--- src/opdec_pkg.sv ---
package opdec_pkg;

  // ------------------------------------------------------------------
  // Instruction field positions
  // ------------------------------------------------------------------
  localparam int WORD_W = 16;
  localparam int FILE_LSB = 0;           // 8-bit file address
  localparam int ACCESS_BIT = 8;         // RAM access select
  localparam int DEST_BIT = 9;           // Destination select
  localparam int BITPOS_LSB = 9;         // 3-bit bit position
  localparam int FAST_BIT = 0;           // Shadow select on return; call takes it from bit 8
  localparam int WIDE_LSB = 0;           // 12-bit move address
  localparam int TBLMODE_LSB = 0;        // 2-bit table pointer mode
  localparam logic [3:0] SECOND_MARK = 4'hF; // Top nibble of 2nd word

  // ------------------------------------------------------------------
  // Widths
  // ------------------------------------------------------------------
  localparam int BANK_W = 4;
  localparam int DADDR_W = 12;
  localparam int PTR_W = 21;
  localparam int PC_W = 21;

  // ------------------------------------------------------------------
  // Reset values and timing
  // ------------------------------------------------------------------
  localparam logic [7:0] BYTE_RST = 8'h00;
  localparam logic [PTR_W-1:0] PTR_RST = 21'h000000;
  localparam logic [1:0] PHASE_LAST = 2'h3; // Four clocks per cycle
  localparam logic [7:0] ACCESS_SPLIT = 8'h80; // Low half maps to bank 0
  localparam logic [BANK_W-1:0] ACCESS_HIGH_BANK = 4'hF;

  // ------------------------------------------------------------------
  // Operation classes supplied by the opcode decoder
  // ------------------------------------------------------------------
  typedef enum logic [3:0] {
    OP_NONE   = 4'h0,
    OP_BYTE   = 4'h1,  // Byte-oriented, f/d/a
    OP_BIT    = 4'h2,  // Bit-oriented, f/b/a
    OP_MOVE   = 4'h3,  // Two-word register move
    OP_LIT8   = 4'h4,
    OP_LIT12  = 4'h5,  // Second word carries the low byte
    OP_GOTO   = 4'h6,  // 20-bit absolute target
    OP_CALL   = 4'h7,  // 20-bit target, fast bit
    OP_RET    = 4'h8,  // Fast bit
    OP_BRA11  = 4'h9,  // 11-bit relative
    OP_BRA8   = 4'hA,  // 8-bit relative
    OP_TABLE  = 4'hB,
    OP_MUL    = 4'hC,
    OP_SKIP   = 4'hD   // Conditional skip or PC write taken
  } op_class_type;

  typedef enum logic [1:0] {
    TBL_KEEP    = 2'h0,
    TBL_POSTINC = 2'h1,
    TBL_POSTDEC = 2'h2,
    TBL_PREINC  = 2'h3
  } tbl_mode_type;

  // Decoded operand bundle
  typedef struct packed {
    logic [DADDR_W-1:0] data_addr;
    logic [7:0] bit_mask;
    logic dest_file;
    logic [19:0] literal;
    logic [PC_W-1:0] target;
    logic fast;
  } operand_type;

  // Status flags
  typedef struct packed {
    logic negative;
    logic signed_wrap_flag;
    logic zero;
    logic nibble_carry_flag;
    logic carry;
  } status_type;

endpackage

--- src/alu_flags.sv ---
`timescale 1ns/1ps
// --------------------------------------------------------------------
// Status flag holder for the ALU
// --------------------------------------------------------------------
module alu_flags (
  input wire logic sys_clk,
  input wire logic arst_n,
  input wire logic flags_we,
  input wire opdec_pkg::status_type flags_in,
  output opdec_pkg::status_type flags
);

  opdec_pkg::status_type flags_reg;
  opdec_pkg::status_type flags_next;

  // Update only on instructions that touch status
  always_comb begin
    flags_next = flags_reg;
    if (flags_we) begin
      flags_next = flags_in;
    end
  end

  // Register the flags
  always_ff @(posedge sys_clk or negedge arst_n) begin
    if (!arst_n) begin
      flags_reg <= '0;
    end else begin
      flags_reg <= flags_next;
    end
  end

  assign flags = flags_reg;

endmodule

--- src/operand_field_decoder.sv ---
// Implementation choices: the address-and-strobe port and the placing of the registers.
`timescale 1ns/1ps
module operand_field_decoder #(
  parameter int BANK_W = opdec_pkg::BANK_W
) (
  input wire logic sys_clk,
  input wire logic arst_n,
  input wire logic word_valid,
  input wire logic [15:0] instr_word,
  input wire opdec_pkg::op_class_type op_class,
  input wire logic [BANK_W-1:0] bank_pointer,
  input wire logic [opdec_pkg::PC_W-1:0] pc,
  input wire logic [7:0] alu_result,
  input wire logic [15:0] product_in,
  input wire logic [7:0] table_data_in,
  input wire logic table_write,
  input wire logic flags_we,
  input wire opdec_pkg::status_type flags_in,
  output opdec_pkg::operand_type operand,
  output logic operand_valid,
  output logic [7:0] working_accumulator,
  output logic file_write,
  output logic [opdec_pkg::PTR_W-1:0] program_read_pointer,
  output logic [opdec_pkg::PTR_W-1:0] table_access_addr,
  output logic [7:0] table_byte_latch,
  output logic [7:0] product_upper_byte,
  output logic [7:0] product_lower_byte,
  output logic shadow_save,
  output logic shadow_restore,
  output logic exec_phase,
  output logic flush_nop,
  output opdec_pkg::status_type status
);

  // ------------------------------------------------------------------
  // Cycle phase and sequencing state
  // ------------------------------------------------------------------
  typedef enum logic [1:0] {
    SEQ_FIRST  = 2'b00, // Expect a first word
    SEQ_SECOND = 2'b01, // Expect the second word of a pair
    SEQ_FLUSH  = 2'b10  // Extra no-op cycle after a PC change
  } seq_type;

  seq_type seq_reg, seq_next;
  logic [1:0] phase_reg, phase_next;          // Oscillator period count
  opdec_pkg::op_class_type held_reg, held_next; // Class of pending pair
  logic [15:0] first_reg, first_next;           // Held first word
  opdec_pkg::operand_type operand_reg, operand_next;
  logic operand_valid_reg, operand_valid_next;
  logic file_write_reg, file_write_next;
  logic [7:0] wacc_reg, wacc_next;
  logic [opdec_pkg::PTR_W-1:0] ptr_reg, ptr_next;
  logic [opdec_pkg::PTR_W-1:0] taddr_reg, taddr_next;
  logic [7:0] tlat_reg, tlat_next;
  logic [7:0] product_upper_byte_reg, product_upper_byte_next;
  logic [7:0] product_lower_byte_reg, product_lower_byte_next;
  logic ssave_reg, ssave_next;
  logic srest_reg, srest_next;
  logic flush_reg, flush_next;
  // Address formation shared by byte and bit forms
  function automatic logic [opdec_pkg::DADDR_W-1:0] bank_addr(
    input logic [15:0] w,
    input logic [BANK_W-1:0] bank
  );
    logic [7:0] f;
    f = w[opdec_pkg::FILE_LSB +: 8];
    if (!w[opdec_pkg::ACCESS_BIT]) begin
      // Access region ignores the bank pointer
      if (f < opdec_pkg::ACCESS_SPLIT) begin
        bank_addr = {4'h0, f};
      end else begin
        bank_addr = {opdec_pkg::ACCESS_HIGH_BANK, f};
      end
    end else begin
      bank_addr = {bank, f};
    end
  endfunction
  // Sign extension of short relative offsets to PC width
  function automatic logic [opdec_pkg::PC_W-1:0] sext11(
    input logic [10:0] n
  );
    sext11 = {{(opdec_pkg::PC_W - 11){n[10]}}, n};
  endfunction
  // Flag and output update
  alu_flags u_flags (
    .sys_clk(sys_clk),
    .arst_n(arst_n),
    .flags_we(flags_we && exec_phase),
    .flags_in(flags_in),
    .flags(status)
  );

  // ------------------------------------------------------------------
  // Next-state logic
  // ------------------------------------------------------------------
  always_comb begin
    logic second_ok;
    logic [7:0] f;
    second_ok = (instr_word[15:12] == opdec_pkg::SECOND_MARK);
    f = instr_word[7:0];
    seq_next = seq_reg;
    phase_next = phase_reg + 2'h1;
    held_next = held_reg;
    first_next = first_reg;
    operand_next = operand_reg;
    operand_valid_next = 1'b0;
    file_write_next = 1'b0;
    wacc_next = wacc_reg;
    ptr_next = ptr_reg;
    taddr_next = taddr_reg;
    tlat_next = tlat_reg;
    product_upper_byte_next = product_upper_byte_reg;
    product_lower_byte_next = product_lower_byte_reg;
    ssave_next = 1'b0;
    srest_next = 1'b0;
    flush_next = 1'b0;
    // Work happens only in the last period of each instruction cycle
    // The flush cycle runs out even with no word present
    if (exec_phase && (word_valid || seq_reg == SEQ_FLUSH)) begin
      unique case (seq_reg)
        SEQ_FLUSH: begin
          seq_next = SEQ_FIRST;
        end
        SEQ_SECOND: begin
          seq_next = SEQ_FIRST;
          operand_valid_next = 1'b1;
          if (held_reg == opdec_pkg::OP_MOVE) begin
            operand_next.data_addr = instr_word[11:0];
            file_write_next = 1'b1;
          end else if (held_reg == opdec_pkg::OP_LIT12) begin
            operand_next.literal = {8'h00, first_reg[3:0], f};
          end else begin
            operand_next.literal = {instr_word[11:0], first_reg[7:0]};
            operand_next.target = {instr_word[11:0], first_reg[7:0], 1'b0};
            seq_next = SEQ_FLUSH;
            if (held_reg == opdec_pkg::OP_CALL) begin
              ssave_next = first_reg[8];
              operand_next.fast = first_reg[8];
            end
          end
        end
        SEQ_FIRST: begin
          operand_valid_next = 1'b1;
          unique case (second_ok ? opdec_pkg::OP_NONE : op_class)
            opdec_pkg::OP_BYTE: begin
              operand_next.data_addr = bank_addr(instr_word, bank_pointer);
              operand_next.dest_file = instr_word[opdec_pkg::DEST_BIT];
              file_write_next = instr_word[opdec_pkg::DEST_BIT];
              if (!instr_word[opdec_pkg::DEST_BIT]) begin
                wacc_next = alu_result;
              end
            end
            opdec_pkg::OP_BIT: begin
              operand_next.data_addr = bank_addr(instr_word, bank_pointer);
              operand_next.bit_mask =
                8'h01 << instr_word[opdec_pkg::BITPOS_LSB +: 3];
              file_write_next = 1'b1;
            end
            opdec_pkg::OP_MOVE, opdec_pkg::OP_GOTO, opdec_pkg::OP_CALL,
            opdec_pkg::OP_LIT12: begin
              operand_valid_next = 1'b0;
              held_next = op_class;
              first_next = instr_word;
              seq_next = SEQ_SECOND;
              if (op_class == opdec_pkg::OP_MOVE) begin
                // Source reaches all of data space, bank unused
                operand_next.data_addr = instr_word[11:0];
              end
            end
            opdec_pkg::OP_LIT8: begin
              operand_next.literal = {12'h000, f};
              wacc_next = f;
            end
            opdec_pkg::OP_BRA11: begin
              operand_next.target = pc + (sext11(instr_word[10:0]) << 1);
              seq_next = SEQ_FLUSH;
            end
            opdec_pkg::OP_BRA8: begin
              operand_next.target =
                pc + (sext11({{3{f[7]}}, f}) << 1);
              seq_next = SEQ_FLUSH;
            end
            opdec_pkg::OP_RET: begin
              // Only the fast bit matters; other low bits are ignored
              operand_next.fast = instr_word[opdec_pkg::FAST_BIT];
              srest_next = instr_word[opdec_pkg::FAST_BIT];
              seq_next = SEQ_FLUSH;
            end
            opdec_pkg::OP_TABLE: begin
              unique case (opdec_pkg::tbl_mode_type'(instr_word[1:0]))
                opdec_pkg::TBL_KEEP: taddr_next = ptr_reg;
                opdec_pkg::TBL_POSTINC: begin
                  taddr_next = ptr_reg;
                  ptr_next = ptr_reg + 21'h000001;
                end
                opdec_pkg::TBL_POSTDEC: begin
                  taddr_next = ptr_reg;
                  ptr_next = ptr_reg - 21'h000001;
                end
                opdec_pkg::TBL_PREINC: begin
                  taddr_next = ptr_reg + 21'h000001;
                  ptr_next = ptr_reg + 21'h000001;
                end
              endcase
              if (!table_write) begin
                tlat_next = table_data_in;
              end
            end
            opdec_pkg::OP_MUL: begin
              product_upper_byte_next = product_in[15:8];
              product_lower_byte_next = product_in[7:0];
            end
            opdec_pkg::OP_SKIP: begin
              seq_next = SEQ_FLUSH;
            end
            default: begin
              // A lone second word falls here and acts as no-op
              operand_valid_next = 1'b0;
            end
          endcase
        end
        default: seq_next = SEQ_FIRST;
      endcase
      flush_next = (seq_next == SEQ_FLUSH);
    end
  end
  // ------------------------------------------------------------------
  // State registers
  // ------------------------------------------------------------------
  always_ff @(posedge sys_clk or negedge arst_n) begin
    if (!arst_n) begin
      seq_reg <= SEQ_FIRST;
      phase_reg <= 2'h0;
      held_reg <= opdec_pkg::OP_NONE;
      first_reg <= 16'h0000;
      operand_reg <= '0;
      operand_valid_reg <= 1'b0;
      file_write_reg <= 1'b0;
      wacc_reg <= opdec_pkg::BYTE_RST;
      ptr_reg <= opdec_pkg::PTR_RST;
      taddr_reg <= opdec_pkg::PTR_RST;
      tlat_reg <= opdec_pkg::BYTE_RST;
      product_upper_byte_reg <= opdec_pkg::BYTE_RST;
      product_lower_byte_reg <= opdec_pkg::BYTE_RST;
      ssave_reg <= 1'b0;
      srest_reg <= 1'b0;
      flush_reg <= 1'b0;
    end else begin
      seq_reg <= seq_next;
      phase_reg <= phase_next;
      held_reg <= held_next;
      first_reg <= first_next;
      operand_reg <= operand_next;
      operand_valid_reg <= operand_valid_next;
      file_write_reg <= file_write_next;
      wacc_reg <= wacc_next;
      ptr_reg <= ptr_next;
      taddr_reg <= taddr_next;
      tlat_reg <= tlat_next;
      product_upper_byte_reg <= product_upper_byte_next;
      product_lower_byte_reg <= product_lower_byte_next;
      ssave_reg <= ssave_next;
      srest_reg <= srest_next;
      flush_reg <= flush_next;
    end
  end
  // Outputs come straight from flip-flops, except exec_phase, decoded from phase_reg
  assign exec_phase = (phase_reg == opdec_pkg::PHASE_LAST);
  assign operand = operand_reg;
  assign operand_valid = operand_valid_reg;
  assign file_write = file_write_reg;
  assign working_accumulator = wacc_reg;
  assign program_read_pointer = ptr_reg;
  assign table_access_addr = taddr_reg;
  assign table_byte_latch = tlat_reg;
  assign product_upper_byte = product_upper_byte_reg;
  assign product_lower_byte = product_lower_byte_reg;
  assign shadow_save = ssave_reg;
  assign shadow_restore = srest_reg;
  assign flush_nop = flush_reg;

  // ------------------------------------------------------------------
  // Checks
  // ------------------------------------------------------------------
  wire logic first_take = exec_phase && word_valid && // Real first word
    seq_reg == SEQ_FIRST && instr_word[15:12] != opdec_pkg::SECOND_MARK;
  phase_wrap_a: assert property (@(posedge sys_clk)
    disable iff (!arst_n) phase_reg == 2'h3 |=> phase_reg == 2'h0)
    else $error("phase did not wrap after four periods");
  bit_onehot_a: assert property (@(posedge sys_clk)
    disable iff (!arst_n) $onehot0(operand_reg.bit_mask))
    else $error("bit mask not one-hot");
  dest_write_a: assert property (@(posedge sys_clk)
    disable iff (!arst_n) first_take && op_class == opdec_pkg::OP_BYTE |=>
    file_write == $past(instr_word[9]))
    else $error("destination select wrong");
  access_bank_a: assert property (@(posedge sys_clk)
    disable iff (!arst_n) first_take && op_class == opdec_pkg::OP_BYTE &&
    instr_word[8] |=>
    operand.data_addr == {$past(bank_pointer), $past(instr_word[7:0])})
    else $error("banked address wrong");
  access_low_a: assert property (@(posedge sys_clk)
    disable iff (!arst_n) first_take && op_class == opdec_pkg::OP_BYTE &&
    !instr_word[8] && !instr_word[7] |=> operand.data_addr[11:8] == 4'h0)
    else $error("access region address wrong");
  ptr_postinc_a: assert property (@(posedge sys_clk)
    disable iff (!arst_n) first_take && op_class == opdec_pkg::OP_TABLE &&
    instr_word[1:0] == 2'h1 |=>
    program_read_pointer == $past(program_read_pointer) + 21'h000001)
    else $error("post-increment wrong");
  mul_bytes_a: assert property (@(posedge sys_clk)
    disable iff (!arst_n) first_take && op_class == opdec_pkg::OP_MUL |=>
    {product_upper_byte, product_lower_byte} == $past(product_in) &&
    $stable(working_accumulator))
    else $error("product bytes wrong");
  fast_ret_a: assert property (@(posedge sys_clk)
    disable iff (!arst_n) shadow_restore |-> !shadow_save && flush_nop)
    else $error("restore without flush");
  move_src_a: assert property (@(posedge sys_clk)
    disable iff (!arst_n) first_take && op_class == opdec_pkg::OP_MOVE |=>
    operand.data_addr == $past(instr_word[11:0]))
    else $error("move source address wrong");

endmodule

--- config.mk ---
export PLATFORM = sky130hd
export DESIGN_NAME = operand_field_decoder
export DESIGN_NICKNAME = d
export VERILOG_FILES = /design/src/opdec_pkg.sv /design/src/alu_flags.sv /design/src/operand_field_decoder.sv
export SDC_FILE = /design/constraint.sdc
export NUM_CORES = 1
export LEC_CHECK = 0
export BUFFER_PORTS_ARGS = -buffer_cell sky130_fd_sc_hd__buf_2
export CORE_MARGIN = 2
export CORE_UTILIZATION = 51
export CTS_CLUSTER_SIZE = 16
export DETAILED_ROUTE_END_ITERATION = 8
export GPL_TIMING_DRIVEN = 0
export PLACE_DENSITY_LB_ADDON = 0.12
export SLEW_MARGIN = 0
export SYNTH_ARGS = -nofsm -noshare
export SYNTH_HDL_FRONTEND = slang
export SYNTH_SLANG_ARGS = --single-unit
--- constraint.sdc ---
create_clock -name sys_clk -period 3.2 [get_ports sys_clk]
set_clock_uncertainty 0.1 [all_clocks]
set_input_delay 0.48 -clock sys_clk [delete_from_list [all_inputs] [get_ports sys_clk]]
set_output_delay 0.48 -clock sys_clk [all_outputs]
set_load 0.01 [all_outputs]
==> impl_metrics.csv <==
group,metric,value,unit
outcome,outcome,"complete, no violations",
sta,report.final.slew_viol_count,0,
logic_synthesis,yosysWarnings,0,
logic_synthesis,yosysUniqueCellTypes,70,
setup_path,reg2reg_to,"operand[20]$_DFFE_PN0P_",
clock_tree,cts_root_buf,"clkbuf_16",
routing,viasPerCell,5.56,
die,fp.dieArea,17900,sq um
setup_path,arrival,3350,ps
clock_tree,clockBufferDepth,2,
logic_synthesis,syn_area,8600,sq um
logic_synthesis,synth-edff-count,0,
cells_and_area,nFillCells,1418,
placed_design,io_buffers,231,
setup_path,slowest_delay,350,ps
die,row_count,47,
routing,first_iter_violations,358,
setup_path,crit_slowest_cell,"mux2_4",
placed_design,place_congestion,0.904,
cells_and_area,fin_util,65.0,%
logic_synthesis,synth_seq_cells,164,
cells_and_area,layout-drive-gt1-share,29.6,%
clock_tree,worst_skew_pair.late_latency,420,ps
die,num_io_pins,235,
cells_and_area,area_delta_synth_final,24.8,%
setup_path,r2r_cells,7,
logic_synthesis,synth_top_area_share,47.7,%
min_path,hold_class,"input pin to flip-flop",
sta,fmax,0.319,GHz
placed_design,post-place-ws,-620,ps
die,die_w,134,um
logic_synthesis,synthTopCellsByArea,"dfrtp_1, nand2_1, mux2_2",
sta,setup_viol,0,
routing,drtAntennaViolNets,0,
cells_and_area,largest_reg_flops,63,
sta,hold_viol_final,0,
setup_path,required,3420,ps
grt,antenna_found_initial,0,
grt,grt_max_degree,92,
setup_path,crit_path_frequent_cell,"buf_2",
pwr,ir_drop,0.403,mV
grt,grt-ovfl-total,0,
die,coreArea,16500,sq um
clock_tree,path_clk_slew,70,ps
clock_tree,cts_tree,"built",
job,maxCapViolCount,0,
logic_synthesis,synth_top_area_cell,"dfrtp_1",
sta,setup_ws,64.5,ps
setup_path,worstSetupEndpoint,"operand[18]$_DFFE_PN0P_",
setup_path,ff2ff_setup_slack,230,ps
setup_path,reg2reg_from,"phase_reg[0]$_DFF_PN0_",
die,initial_core_util,52.1,%
setup_path,startpoint_type,"input pin",
setup_path,worstSetupPathType,"input pin to flip-flop",
routing,drc,0,
sta,worst_pin_slew,939,ps
setup_path,cp_max_fo,7,
sta,hold-worst-slack,165,ps
logic_synthesis,async_flop_share,100,%
pwr,power_leakage,0.00535,uW
grt,grt_pass1_wl,37100,um
cells_and_area,final_area,10700,sq um
logic_synthesis,syn_avg_cell_area,9.89,sq um
logic_synthesis,ys_seq_area_share,47.7,%
sta,relSlewSlack,37.0,%
routing,finalWirelength,23400,um
setup_path,startpoint,"instr_word[12]",
placed_design,hpwl,17500,um
sta,fin_crit,3140,ps
pwr,p_per_area,566,nW/um^2
logic_synthesis,ys_top_cells_by_count,"dfrtp_1, nand2_1, nor2_1, o21ai_1, a21oi_1",
cells_and_area,nNetsFinal,1236,
placed_design,dpl-instance-area,10100,sq um
clock_tree,cts_made_buffers,17,
clock_tree,cts_num_sinks,164,
logic_synthesis,yosysMostFrequentCell,"dfrtp_1",
logic_synthesis,synth.net_count,982,
routing,routed-via-count,7550,
routing,wl_per_cell,17.3,um
die,die_height,134,um
setup_path,end_kind,"flip-flop",
routing,first_pass_iters,5,
cells_and_area,diodes,0,
sta,fin_setup_tns,0,ps
clock_tree,cts_max_level,4,
sta,layout_worst_path_cycle_share,98.0,%
setup_path,path_cells,"buf_2 > nand4_1 > and3b_1 > buf_2 > nand2_4 > mux2_4 > ha_1 > clkbuf_2 > a21oi_4 > o21ai_0 > a41o_1 > a21oi_2 > o31ai_1 > mux2i_1 > a211o_1",
logic_synthesis,netlist_instances,870,
grt,grt_pass1_vias,7091,
grt,grt_usage,26.4,%
logic_synthesis,synth_ff_type,"dfrtp_1",
==> worst min path at each step <==
stage	slack, ps	start	cells after the start	end
2_1_floorplan	80	arst_n	0	file_write$_DFF_PN0_
3_3_place_gp	310	phase_reg[0]$_DFF_PN0_	1	phase_reg[0]$_DFF_PN0_
6_report	170	product_in[9]	2	product_upper_byte[1]$_DFFE_PN0P_
3_5_place_dp	320	phase_reg[0]$_DFF_PN0_	1	phase_reg[0]$_DFF_PN0_
4_1_cts	150	product_in[9]	2	product_upper_byte[1]$_DFFE_PN0P_
5_1_grt	140	product_in[10]	2	product_upper_byte[2]$_DFFE_PN0P_
==> where the power goes <==
group,total [uW],switching [uW],internal [uW]
registers,2610,208,2410
clock network,2010,966,1050
logic,1450,831,615
total,6070,2010,4070
==> through the flow <==
stage	total power, uW	cells
3_3_place_gp	4040	1321
4_1_cts	6100	1355
2_1_floorplan	3440	870
6_report	6070	1357
3_5_place_dp	4080	1322
5_1_grt	6390	1357
==> worst max-delay path, delay by kind of cell <==
kind | cells | cell delay, ps
multiplexers | 2 | 490
adder cells (fa/ha/maj) | 1 | 280
AO/OA/AOI/OAI | 6 | 1110
buffers and inverters | 3 | 440
AND/OR/NAND/NOR | 3 | 560
==> area by class of cell <==
cell class                      count  area (sq um)  area share [%]
Multi-Input combinational cell    639          4250            39.6
Buffer                             50           238            2.21
Sequential cell                   164          4100            38.2
Timing Repair Buffer              237          1230            11.5
Clock inverter                     15           155            1.44
Clock buffer                       17           425            3.96
Inverter                           15          56.3           0.524
Tap cell                          220           275            2.56
==> logic make-up after synthesis <==
family	count (synthesis)	synth area share, %
mux	72	9.10
xor+xnor	57	5.80
buf+inv	68	3.53
compound gates	185	13.2
flops	164	47.7
simple gates	299	17.0
fa+ha+maj	25	3.72
==> timing repair <==
item	4_1_cts	5_1_grt
hold buffers	1	0
endpoints found under the setup margin	3	6
buffers inserted	1	3
pin swaps	1	2
gates cloned	0	1
hold endpoints to repair	63	0
resized for setup	1	6
==> placed cells by master, fill, tap and decap left out, drive strengths merged, types with 7 or more instances in the layout <==
cell type / count
a21o: 7
a21oi: 49
a31oi: 14
and2: 8
and3: 7
buf: 248
clkbuf: 55
dfrtp: 164
ha: 24
inv: 25
mux2: 51
mux2i: 22
nand2: 121
nand3: 23
nand4: 18
nor2: 71
nor2b: 9
nor3: 8
nor4: 9
o21ai: 69
xnor2: 29
xor2: 28
==> per-layer routing <==
metal / wire (um) / track usage, % / up-vias
met2: 11200 / 43.7 / 309
li1: - / - / 3585
met1: 10200 / 34.8 / 3621
met5: 0 / 0 / -
met3: 1600 / 5.93 / 35
met4: 468 / 8.10 / 0
Power figures use the tool's default switching activity.
